<file path="config.mk">
export PLATFORM = sky130hd
export DESIGN_NAME = dtbcs_ctrl_status
export DESIGN_NICKNAME = d
export VERILOG_FILES = /design/src/hdl/dtbcs_pkg.sv /design/src/hdl/dtbcs_timer_if.sv /design/src/hdl/dtbcs_ctrl_status.sv /design/src/hdl/dtbcs_burst_timer.sv
export SDC_FILE = /design/constraint.sdc
export NUM_CORES = 1
export LEC_CHECK = 0
export ABC_AREA = 0
export BUFFER_PORTS_ARGS = -buffer_cell sky130_fd_sc_hd__buf_2
export CAP_MARGIN = 30
export CORE_ASPECT_RATIO = 1.5
export CORE_UTILIZATION = 55
export CTS_CLUSTER_SIZE = 30
export DETAILED_ROUTE_END_ITERATION = 8
export PLACE_DENSITY = 0.83
export SETUP_SLACK_MARGIN = 0.1
export SLEW_MARGIN = 20
export SYNTH_ARGS = -nofsm -noshare
export SYNTH_HDL_FRONTEND = slang
export SYNTH_SLANG_ARGS = --single-unit
export TNS_END_PERCENT = 100
</file>
<file path="constraint.sdc">
create_clock -name i_clk_sys -period 3 [get_ports i_clk_sys]
set_input_delay 0.3 -clock i_clk_sys [delete_from_list [all_inputs] [get_ports i_clk_sys]]
set_output_delay 0.3 -clock i_clk_sys [all_outputs]
set_load 0.1 [all_outputs]
</file>
<file path="src/hdl/dtbcs_pkg.sv">
// constants, field positions and types for the tone burst control and status block
package dtbcs_pkg;

   // timing
   localparam int CLK_PERIOD_NS = 10;
   localparam int BURST_TIME_MS = 51;
   localparam int CP_BURST_TIME_MS = 102;
   localparam int BURST_CYCLES = BURST_TIME_MS * 1000000 / CLK_PERIOD_NS;
   localparam int CP_BURST_CYCLES = CP_BURST_TIME_MS * 1000000 / CLK_PERIOD_NS;
   localparam int TMR_W = 24;

   // first control register fields
   localparam int CRA_TONE_OUT = 0;
   localparam int CRA_CALLPROG = 1;
   localparam int CRA_IRQ_EN = 2;
   localparam int CRA_SEL_SECOND = 3;

   // second control register fields
   localparam int CRB_BURST_OFF = 0;
   localparam int CRB_TEST = 1;
   localparam int CRB_SINGLE = 2;
   localparam int CRB_COLUMN = 3;

   // status register fields
   localparam int ST_IRQ = 0;
   localparam int ST_TX_EMPTY = 1;
   localparam int ST_RX_FULL = 2;
   localparam int ST_LATE_STEER = 3;

   // reset values
   localparam logic [3:0] CRA_RESET = 4'h0;
   localparam logic [3:0] CRB_RESET = 4'h0;
   localparam logic [3:0] STATUS_RESET = 4'h0;
   localparam logic [3:0] DATA_RESET = 4'h0;

   typedef enum logic [2:0] {
      TMR_IDLE = 3'b001,
      TMR_TONE = 3'b010,
      TMR_PAUSE = 3'b100
   } dtbcs_tmr_state_t;

endpackage : dtbcs_pkg

</file>
<file path="src/hdl/dtbcs_timer_if.sv">
// link between the register bank and the burst timer
`timescale 1ns/1ps
interface dtbcs_timer_if;
   logic start;
   logic long_mode;
   logic tone_on;
   logic done;

   modport ctrl (output start, output long_mode, input tone_on, input done);
   modport timer (input start, input long_mode, output tone_on, output done);
endinterface : dtbcs_timer_if

</file>
<file path="src/hdl/dtbcs_ctrl_status.sv">
// control and status register bank with burst control for a tone transceiver
// Functional notes
// [RULE_01] burst-off bit low means burst mode; high means burst mode off.
// [RULE_02] in burst mode a transmit data write starts equal burst and pause.
// [RULE_03] end of pause sets transmit-empty and raises interrupt when enabled.
// [RULE_04] call-progress mode doubles burst and pause to 102 ms.
// [RULE_05] burst off: tone follows tone-output enable bit, no timing.
// [RULE_06] test bit with DTMF mode: interrupt pin follows late steering flag.
// [RULE_07] single-tone bit high gives single tone, low gives dual tone.
// [RULE_08] column bit picks column tone over row, only in single tone.
// [RULE_09] status interrupt set with transmit-empty or receive-full, cleared by status read.
// [RULE_10] transmit-empty cleared by status read, held clear outside burst mode.
// [RULE_11] receive-full set on valid received digit, cleared by status read.
// [RULE_12] late steering set when tone absence validated, cleared on valid tone.
// [RULE_13] control writes go first register; select bit steers next one to second.
// [RULE_14] interrupt enabled in DTMF mode pulls pin low on digit or transmitter ready.
// [RULE_15] host uses select high for control/status, low for data registers.
// [RULE_16] burst and pause counted on the clock, doubled in call-progress mode.
`timescale 1ns/1ps
module dtbcs_ctrl_status
   import dtbcs_pkg::*;
#(
   parameter int P_BURST_CYCLES = BURST_CYCLES,
   parameter int P_CP_BURST_CYCLES = CP_BURST_CYCLES
) (
   // clock, reset, enable
   input wire logic i_clk_sys,
   input wire logic i_reset_n,
   input wire logic i_clk_en,
   // host bus
   input wire logic i_cs_n,
   input wire logic i_wr_n,
   input wire logic i_rd_n,
   input wire logic i_register_select_line,
   input wire logic [3:0] i_data,
   output logic [3:0] o_data,
   output logic o_data_oe,
   // receiver events
   input wire logic i_rx_valid,
   input wire logic [3:0] i_rx_code,
   input wire logic i_steer_absent,
   input wire logic i_steer_present,
   input wire logic i_cp_square,
   // transmitter control
   output logic o_tone_enable,
   output logic o_tone_single,
   output logic o_tone_column,
   output logic [3:0] o_tx_code,
   // open-drain interrupt / call-progress pin
   output logic o_interrupt_callprog_pin_o,
   output logic o_interrupt_callprog_pin_oe
);

   dtbcs_timer_if tmr_if ();

   dtbcs_burst_timer #(
      .P_BURST_CYCLES(P_BURST_CYCLES),
      .P_CP_BURST_CYCLES(P_CP_BURST_CYCLES)
   ) u_timer (
      .i_clk_sys(i_clk_sys),
      .i_reset_n(i_reset_n),
      .i_clk_en(i_clk_en),
      .tmr(tmr_if.timer)
   );

   // bus strobe tracking
   logic wr_act, rd_act, wr_take, rd_end;
   logic wr_act_r, wr_act_nxt;
   logic rd_act_r, rd_act_nxt;
   logic rd_status_r, rd_status_nxt;

   // registers
   logic [3:0] control_reg_first_r, control_reg_first_nxt;
   logic [3:0] control_reg_second_r, control_reg_second_nxt;
   logic second_ctrl_select_r, second_ctrl_select_nxt;
   logic [3:0] status_r, status_nxt;
   logic [3:0] rx_data_r, rx_data_nxt;
   logic [3:0] tx_code_r, tx_code_nxt;

   // outputs
   logic [3:0] data_r, data_nxt;
   logic data_oe_r, data_oe_nxt;
   logic tone_en_r, tone_en_nxt;
   logic single_r, single_nxt;
   logic column_r, column_nxt;
   logic pin_oe_r, pin_oe_nxt;

   logic burst_mode, dtmf_mode, irq_enabled, tx_set, start;

   assign wr_act = !i_cs_n && !i_wr_n;
   assign rd_act = !i_cs_n && !i_rd_n;
   assign wr_take = wr_act && !wr_act_r;
   // interrupt, transmit-empty and receive-full flags clear once the status read strobe is released
   assign rd_end = rd_act_r && !rd_act && rd_status_r; // see [RULE_15]

   assign burst_mode = !control_reg_second_r[CRB_BURST_OFF]; // see [RULE_01]
   assign dtmf_mode = !control_reg_first_r[CRA_CALLPROG];
   assign irq_enabled = control_reg_first_r[CRA_IRQ_EN];
   assign tx_set = tmr_if.done && burst_mode;
   assign start = wr_take && !i_register_select_line && burst_mode; // see [RULE_02]

   assign tmr_if.start = start;
   assign tmr_if.long_mode = control_reg_first_r[CRA_CALLPROG]; // see [RULE_04]

   // bus and control registers
   always_comb begin
      wr_act_nxt = wr_act;
      rd_act_nxt = rd_act;
      rd_status_nxt = rd_status_r;
      control_reg_first_nxt = control_reg_first_r;
      control_reg_second_nxt = control_reg_second_r;
      second_ctrl_select_nxt = second_ctrl_select_r;
      tx_code_nxt = tx_code_r;
      if (rd_act && !rd_act_r) begin
         rd_status_nxt = i_register_select_line; // see [RULE_15]
      end
      if (wr_take) begin
         if (i_register_select_line) begin
            if (second_ctrl_select_r) begin
               control_reg_second_nxt = i_data; // see [RULE_13]
               second_ctrl_select_nxt = 1'b0;
            end else begin
               control_reg_first_nxt = i_data;
               second_ctrl_select_nxt = i_data[CRA_SEL_SECOND]; // see [RULE_13]
            end
         end else begin
            tx_code_nxt = i_data;
         end
      end
   end

   always_ff @(posedge i_clk_sys or negedge i_reset_n) begin
      if (!i_reset_n) begin
         wr_act_r <= 1'b0;
         rd_act_r <= 1'b0;
         rd_status_r <= 1'b0;
         control_reg_first_r <= CRA_RESET;
         control_reg_second_r <= CRB_RESET;
         second_ctrl_select_r <= 1'b0;
         tx_code_r <= DATA_RESET;
      end else if (i_clk_en) begin
         wr_act_r <= wr_act_nxt;
         rd_act_r <= rd_act_nxt;
         rd_status_r <= rd_status_nxt;
         control_reg_first_r <= control_reg_first_nxt;
         control_reg_second_r <= control_reg_second_nxt;
         second_ctrl_select_r <= second_ctrl_select_nxt;
         tx_code_r <= tx_code_nxt;
      end
   end

   // status flags; a set in the clearing cycle wins
   always_comb begin
      status_nxt = status_r;
      rx_data_nxt = rx_data_r;
      if (i_rx_valid) begin
         rx_data_nxt = i_rx_code;
      end
      if (burst_mode) begin
         status_nxt[ST_TX_EMPTY] = tx_set || (status_r[ST_TX_EMPTY] && !rd_end); // see [RULE_10] [RULE_03]
      end else begin
         status_nxt[ST_TX_EMPTY] = 1'b0; // see [RULE_10]
      end
      status_nxt[ST_RX_FULL] = i_rx_valid || (status_r[ST_RX_FULL] && !rd_end); // see [RULE_11]
      status_nxt[ST_IRQ] = tx_set || i_rx_valid || (status_r[ST_IRQ] && !rd_end); // see [RULE_09]
      if (i_steer_absent) begin
         status_nxt[ST_LATE_STEER] = 1'b1; // see [RULE_12]
      end else if (i_steer_present) begin
         status_nxt[ST_LATE_STEER] = 1'b0; // see [RULE_12]
      end
   end

   always_ff @(posedge i_clk_sys or negedge i_reset_n) begin
      if (!i_reset_n) begin
         status_r <= STATUS_RESET;
         rx_data_r <= DATA_RESET;
      end else if (i_clk_en) begin
         status_r <= status_nxt;
         rx_data_r <= rx_data_nxt;
      end
   end

   // output drive
   always_comb begin
      data_oe_nxt = rd_act;
      data_nxt = DATA_RESET;
      if (rd_act) begin
         data_nxt = i_register_select_line ? status_r : rx_data_r; // see [RULE_15]
      end
      if (burst_mode) begin
         tone_en_nxt = control_reg_first_r[CRA_TONE_OUT] && tmr_if.tone_on; // see [RULE_02]
      end else begin
         tone_en_nxt = control_reg_first_r[CRA_TONE_OUT]; // see [RULE_05]
      end
      single_nxt = control_reg_second_r[CRB_SINGLE]; // see [RULE_07]
      column_nxt = control_reg_second_r[CRB_SINGLE] && control_reg_second_r[CRB_COLUMN]; // see [RULE_08]
      // pin is pulled low while enable is high
      if (control_reg_second_r[CRB_TEST] && dtmf_mode) begin
         pin_oe_nxt = !status_r[ST_LATE_STEER]; // see [RULE_06]
      end else if (irq_enabled && !dtmf_mode) begin
         pin_oe_nxt = !i_cp_square;
      end else if (irq_enabled) begin
         pin_oe_nxt = status_r[ST_IRQ]; // see [RULE_14] [RULE_03]
      end else begin
         pin_oe_nxt = 1'b0;
      end
   end

   always_ff @(posedge i_clk_sys or negedge i_reset_n) begin
      if (!i_reset_n) begin
         data_r <= DATA_RESET;
         data_oe_r <= 1'b0;
         tone_en_r <= 1'b0;
         single_r <= 1'b0;
         column_r <= 1'b0;
         pin_oe_r <= 1'b0;
      end else if (i_clk_en) begin
         data_r <= data_nxt;
         data_oe_r <= data_oe_nxt;
         tone_en_r <= tone_en_nxt;
         single_r <= single_nxt;
         column_r <= column_nxt;
         pin_oe_r <= pin_oe_nxt;
      end
   end

   assign o_data = data_r;
   assign o_data_oe = data_oe_r;
   assign o_tone_enable = tone_en_r;
   assign o_tone_single = single_r;
   assign o_tone_column = column_r;
   assign o_tx_code = tx_code_r;
   assign o_interrupt_callprog_pin_o = 1'b0;
   assign o_interrupt_callprog_pin_oe = pin_oe_r;
endmodule : dtbcs_ctrl_status

</file>
<file path="src/hdl/dtbcs_burst_timer.sv">
// burst and pause timer
`timescale 1ns/1ps
module dtbcs_burst_timer
   import dtbcs_pkg::*;
#(
   parameter int P_BURST_CYCLES = BURST_CYCLES,
   parameter int P_CP_BURST_CYCLES = CP_BURST_CYCLES
) (
   // clock and reset
   input wire logic i_clk_sys,
   input wire logic i_reset_n,
   input wire logic i_clk_en,
   // control side
   dtbcs_timer_if.timer tmr
);

   dtbcs_tmr_state_t state_r, state_nxt;
   logic [TMR_W-1:0] cnt_r, cnt_nxt;
   logic done_r, done_nxt;
   logic [TMR_W-1:0] last_cnt;

   // call-progress mode doubles burst and pause
   assign last_cnt = tmr.long_mode ? TMR_W'(P_CP_BURST_CYCLES - 1) : TMR_W'(P_BURST_CYCLES - 1); // see [RULE_04] [RULE_16]

   always_comb begin
      state_nxt = state_r;
      cnt_nxt = cnt_r;
      done_nxt = 1'b0;
      unique case (state_r)
         TMR_IDLE: begin
            if (tmr.start) begin // see [RULE_02]
               state_nxt = TMR_TONE;
               cnt_nxt = '0;
            end
         end
         TMR_TONE: begin
            if (cnt_r >= last_cnt) begin
               state_nxt = TMR_PAUSE;
               cnt_nxt = '0;
            end else begin
               cnt_nxt = cnt_r + 1'b1;
            end
         end
         TMR_PAUSE: begin
            if (cnt_r >= last_cnt) begin
               state_nxt = TMR_IDLE;
               cnt_nxt = '0;
               done_nxt = 1'b1; // see [RULE_03]
            end else begin
               cnt_nxt = cnt_r + 1'b1;
            end
         end
         default: begin
            state_nxt = TMR_IDLE;
            cnt_nxt = '0;
         end
      endcase
   end

   always_ff @(posedge i_clk_sys or negedge i_reset_n) begin
      if (!i_reset_n) begin
         state_r <= TMR_IDLE;
         cnt_r <= '0;
         done_r <= 1'b0;
      end else if (i_clk_en) begin
         state_r <= state_nxt;
         cnt_r <= cnt_nxt;
         done_r <= done_nxt;
      end
   end

   assign tmr.tone_on = (state_r == TMR_TONE);
   assign tmr.done = done_r;
endmodule : dtbcs_burst_timer

</file>
# == Word-level counts from Yosys, hierarchy flattened ==
# Index checks and enable logic that the tools add are counted.
# op_classes
order_cmp,1
eq_ne,6
addsub,1
reduce_logical,43
muxes,20
bitwise,2
# ops
operator,count
$mux W24,3
$pmux W24 S2,1
$add A24 B1 Y24 const B,1
$ge A24 B24 Y1,1
$logic_and A1 B1 Y1,16
$logic_not A1 Y1,12
$reduce_and A4 Y1,3
$mux W1,10
$mux W3,3
$pmux W3 S3,1
$mux W4,2
$reduce_and A2 Y1,4
$reduce_and A3 Y1,2
$logic_or A1 B1 Y1,4
$ne A2 B1 Y1 const B,2
$eq A3 B1 Y1 const B,1
$eq A3 B2 Y1 const B,1
$eq A3 B3 Y1 const B,1
$ne A2 B2 Y1 const B,1
$not A1 Y1,2
$reduce_bool A2 Y1,1
$reduce_or A2 Y1,1
# word_totals
reg_bits,59
out_inout_bits,14

# == Logic depth before layout (Yosys ltp) ==
# logic_depth
ltp_word,9
mapped_depth,9
depth_no_buf,8

# == By module ==
# From an unflattened synthesis, not the netlist that was laid out.
# unflattened
cells_unflattened,283
hier_area_um2,3036.7
# by_module_without_submodules
mod,area_each_um2,seq_area_each_um2,n_inst,cells_each
dtbcs_burst_timer,1710.4,701.9,1,176
dtbcs_ctrl_status,1326.3,775.7,1,107

# == Worst setup path before layout ==
# Ideal clock, no wire load.
# synth_path
kind,reg-to-reg
startpoint,register control_reg_first_r[1]
endpoint,register u_timer.cnt_r[6]
path_stages_with_launch,10
synth_period_minus_slack_ns,2.068
path_slack_ns,0.932
arrival_ns,1.947
setup_time_ns,0.121
path_cell_list,dfrtp_1 > inv_1 > ha_1 > nand4_1 > nor4_1 > nand4_1 > nand4_1 > buf_2 > o21ai_0 > a22o_1
# synth_between
elab_chain_len,4
# synth_lines
item,line,source
start: declaration,dtbcs_ctrl_status.sv:73,"logic [3:0] control_reg_first_r, control_reg_first_nxt;"
start signal: assignment,dtbcs_ctrl_status.sv:145,control_reg_first_r <= control_reg_first_nxt;
$mux W24,dtbcs_burst_timer.sv:23,assign last_cnt = tmr.long_mode ? TMR_W'(P_CP_BURST_CYCLES - 1) : TMR_W'(P_BURST_CYCLES - 1);
$ge A24 B24 Y1,"dtbcs_burst_timer.sv:37, dtbcs_burst_timer.sv:45",
$mux W24,"dtbcs_burst_timer.sv:37, dtbcs_burst_timer.sv:45",
$pmux W24 S2,dtbcs_burst_timer.sv:29,unique case (state_r)
end signal: assignment,dtbcs_burst_timer.sv:67,cnt_r <= cnt_nxt;
end: declaration,dtbcs_burst_timer.sv:18,"logic [TMR_W-1:0] cnt_r, cnt_nxt;"
# No other way between the ends.
# A chain may end at the register's enable or synchronous reset.

# == Worst setup path in the final report ==
# Ends and elaborated chain as after synthesis.

==> reports/results.ini <==
[cells_and_area]
final_cells = 406
diodes = 0
fin_nets = 364
drive_above_1_share = 0.228
syn_to_final_growth_pct = 12.8
layout_commonest_cell = dfrtp_1
design_area_mm2 = 0.00345
final_cell_mix = dfrtp_1, buf_2, nor2_1, nand2_1, mux2_2

[global_route]
grtUsageTotal = 0.249
grt_pass1_wl_um = 11000
grt_max_degree = 60
grt_pass1_vias = 2380
antenna_found_initial = 0
grt_overflow = 0

[synthesis]
synth-edff-count = 0
synth_top_area_frac = 0.475
ys_warn_count = 0
synth.net_count = 330
synth_cells = 299
synth_seq_cells = 59
ys_async_sr_fraction = 1.00
yosys.cell_types.count = 50
synth_ff_type = dfrtp_1
ys_top_cells_by_area = dfrtp_1, mux2_2, ha_1
avgSynthCellArea_um2 = 10.2
yosysTopAreaCell = dfrtp_1
syn_area_mm2 = 0.00306
synth_seq_area_share = 0.484

[cts]
cts-root-buf = clkbuf_8
cts_sinks = 59
clockBufferDepth = 2
insertion_delay_ns = 0.34
cts-htree-levels = 3
ctsResizeCount = 0
postCtsSetupRepairBufs = 0
cts_tree = done
path_clk_slew_ns = 0.06
cts_buffers = 9
holdBufCountCts = 0

[routing]
drc = 0
drtIter0Drc = 91
via_per_inst = 5.84
antenna_left = 0
wl_per_cell_um = 15.7
via_count = 2372
drt_pass1_iterations = 4
routed_wl_um = 6360

[power_and_ir_drop]
vdd_drop_max_mv = 0.461
combPwrFrac = 0.285
p_seq_frac = 0.418
p_per_area_mw_per_mm2 = 687
p_int_mw = 1.50
power.switching_uw = 874
p_leak_nw = 1.55
power_mw = 2.37
sw_frac_of_total = 0.369
clkPwrFrac = 0.298

[floorplan]
die_y_um = 93.3
initial_core_util = 0.583
die-area_mm2 = 0.00586
row_count = 32
die_x_um = 62.9
pin_count = 33
core-area_mm2 = 0.00525

[sta]
min_period_over_period = 0.857
setup-tns-final_ns = 0
slew_violations = 0
layout_min_cycle_time_ns = 2.57
max_freq_mhz = 389
rsz0062_at_grt = false
finalHoldViolations = 0
setup_viol = 0
finClkSkew_ns = 0.00773
worst_slack_ns = 0.430
worst_pin_slew_ns = 0.720
relSlewSlack = 0.520

[placement]
placed_cells = 390
dpl.hpwl_um = 4570
place_area_mm2 = 0.00325
numPortBuffers = 31
post-place-ws_ns = 0.486
gp_congestion = 0.905

[worst_setup_path]
path_delay_family = simple AND/OR/NAND/NOR gates
worst_path_max_delay_cell = dfrtp_1
critPathKind = flop to flop
cp_num_buf_inv = 2
crit_arrival_ns = 2.84
end_kind = flop
cp_cell_sequence = inv_1, ha_1, nand2_1, nor3_1, a211oi_2, nand4_1, buf_4, nor2_1, a22o_1
cp-start-kind = flop
slowest_delay_ns = 0.45
required_ns = 3.27
cp_max_fo = 9

[status]
status = completed

[job]
maxCapViolCount = 0

[hold_path]
hp-class = input pin to asynchronous set/reset pin

cells in the mapped netlist, drive strengths merged (5+ instances only):
| master | number |
|---|---|
| dfrtp | 58 |
| nor2 | 31 |
| nand2 | 26 |
| mux2 | 18 |
| o21ai | 17 |
| xnor2 | 14 |
| inv | 13 |
| nor3 | 13 |
| ha | 12 |
| nand3 | 12 |
| nand4 | 11 |
| a22o | 7 |
| buf | 7 |
| mux2i | 6 |
| a21oi | 5 |
| o22ai | 5 |
stage by stage:
stage	hold WS (ns)	utilization
2_1_floorplan	0.00441	-
3_3_place_gp	0.459	0.620
3_5_place_dp	0.482	0.620
4_1_cts	0.125	0.657
5_1_grt	0.174	0.657
6_report	0.0992	0.657
per-layer routing:
metal	vias to the layer above	track usage	routed length [um]
li1	1136	-	-
met1	1148	0.266	2530
met2	65	0.437	3410
met3	23	0.0671	214
met4	0	0.147	204
met5	-	0	0
sequential cells by signal, summed over array words and instances (netlist names):
name                         count
u_timer.cnt_r                   24
control_reg_second_r             4
o_data                           4
o_tx_code                        4
rx_data_r                        4
status_r                         4
control_reg_first_r              3
u_timer.state_r                  3
o_data_oe                        1
o_interrupt_callprog_pin_oe      1
o_tone_column                    1
o_tone_enable                    1
o_tone_single                    1
rd_status_r                      1
second_ctrl_select_r             1
u_timer.tmr.done                 1
wr_act_r                         1
kinds of logic after synthesis:
group / share of synthesized area
flip-flops: 0.484
multiplexers: 0.0860
AO/OA/AOI/OAI: 0.115
AND/OR/NAND/NOR: 0.190
XOR/XNOR: 0.0401
adder cells (fa/ha/maj): 0.0491
buffers and inverters: 0.0348
other: 0.00123
power groups by stage:
stage / clock [mW] / combinational, mW / sequential (mW)
after floorplan: 0 / 0.332 / 1.20
after global placement: 0 / 0.659 / 0.995
after detailed placement: 0 / 0.674 / 1.00
after CTS: 0.717 / 0.677 / 0.989
after global routing: 0.756 / 0.722 / 1.00
final: 0.705 / 0.674 / 0.990
path summary, 6_finish.rpt:
kind	cells after the start	slack, ns	from	end
worst max-delay path	9	0.43	control_reg_first_r[1]$_DFFE_PN0P_	u_timer.cnt_r[6]$_DFFE_PN0P_
worst min-delay path	2	0.1	i_reset_n	rx_data_r[2]$_DFFE_PN0P_
worst max register to register	9	0.43	control_reg_first_r[1]$_DFFE_PN0P_	u_timer.cnt_r[6]$_DFFE_PN0P_
worst min register to register	2	0.50	status_r[2]$_DFFE_PN0P_	status_r[2]$_DFFE_PN0P_
max in group asynchronous	2	2.42	i_reset_n	u_timer.cnt_r[21]$_DFFE_PN0P_
min in group i_clk_sys	2	0.20	i_rx_code[3]	rx_data_r[3]$_DFFE_PN0P_
final cells by class:
class	count	area [um2]
repair buffers	33	170
multi-input cells	217	1470
fillers	394	1800
well taps	68	85.1
inverters	13	48.8
flip-flops and latches	59	1480
clock buffers	11	141
clock inverters	5	52.6
No activity file was read; power rests on OpenSTA's default activity.
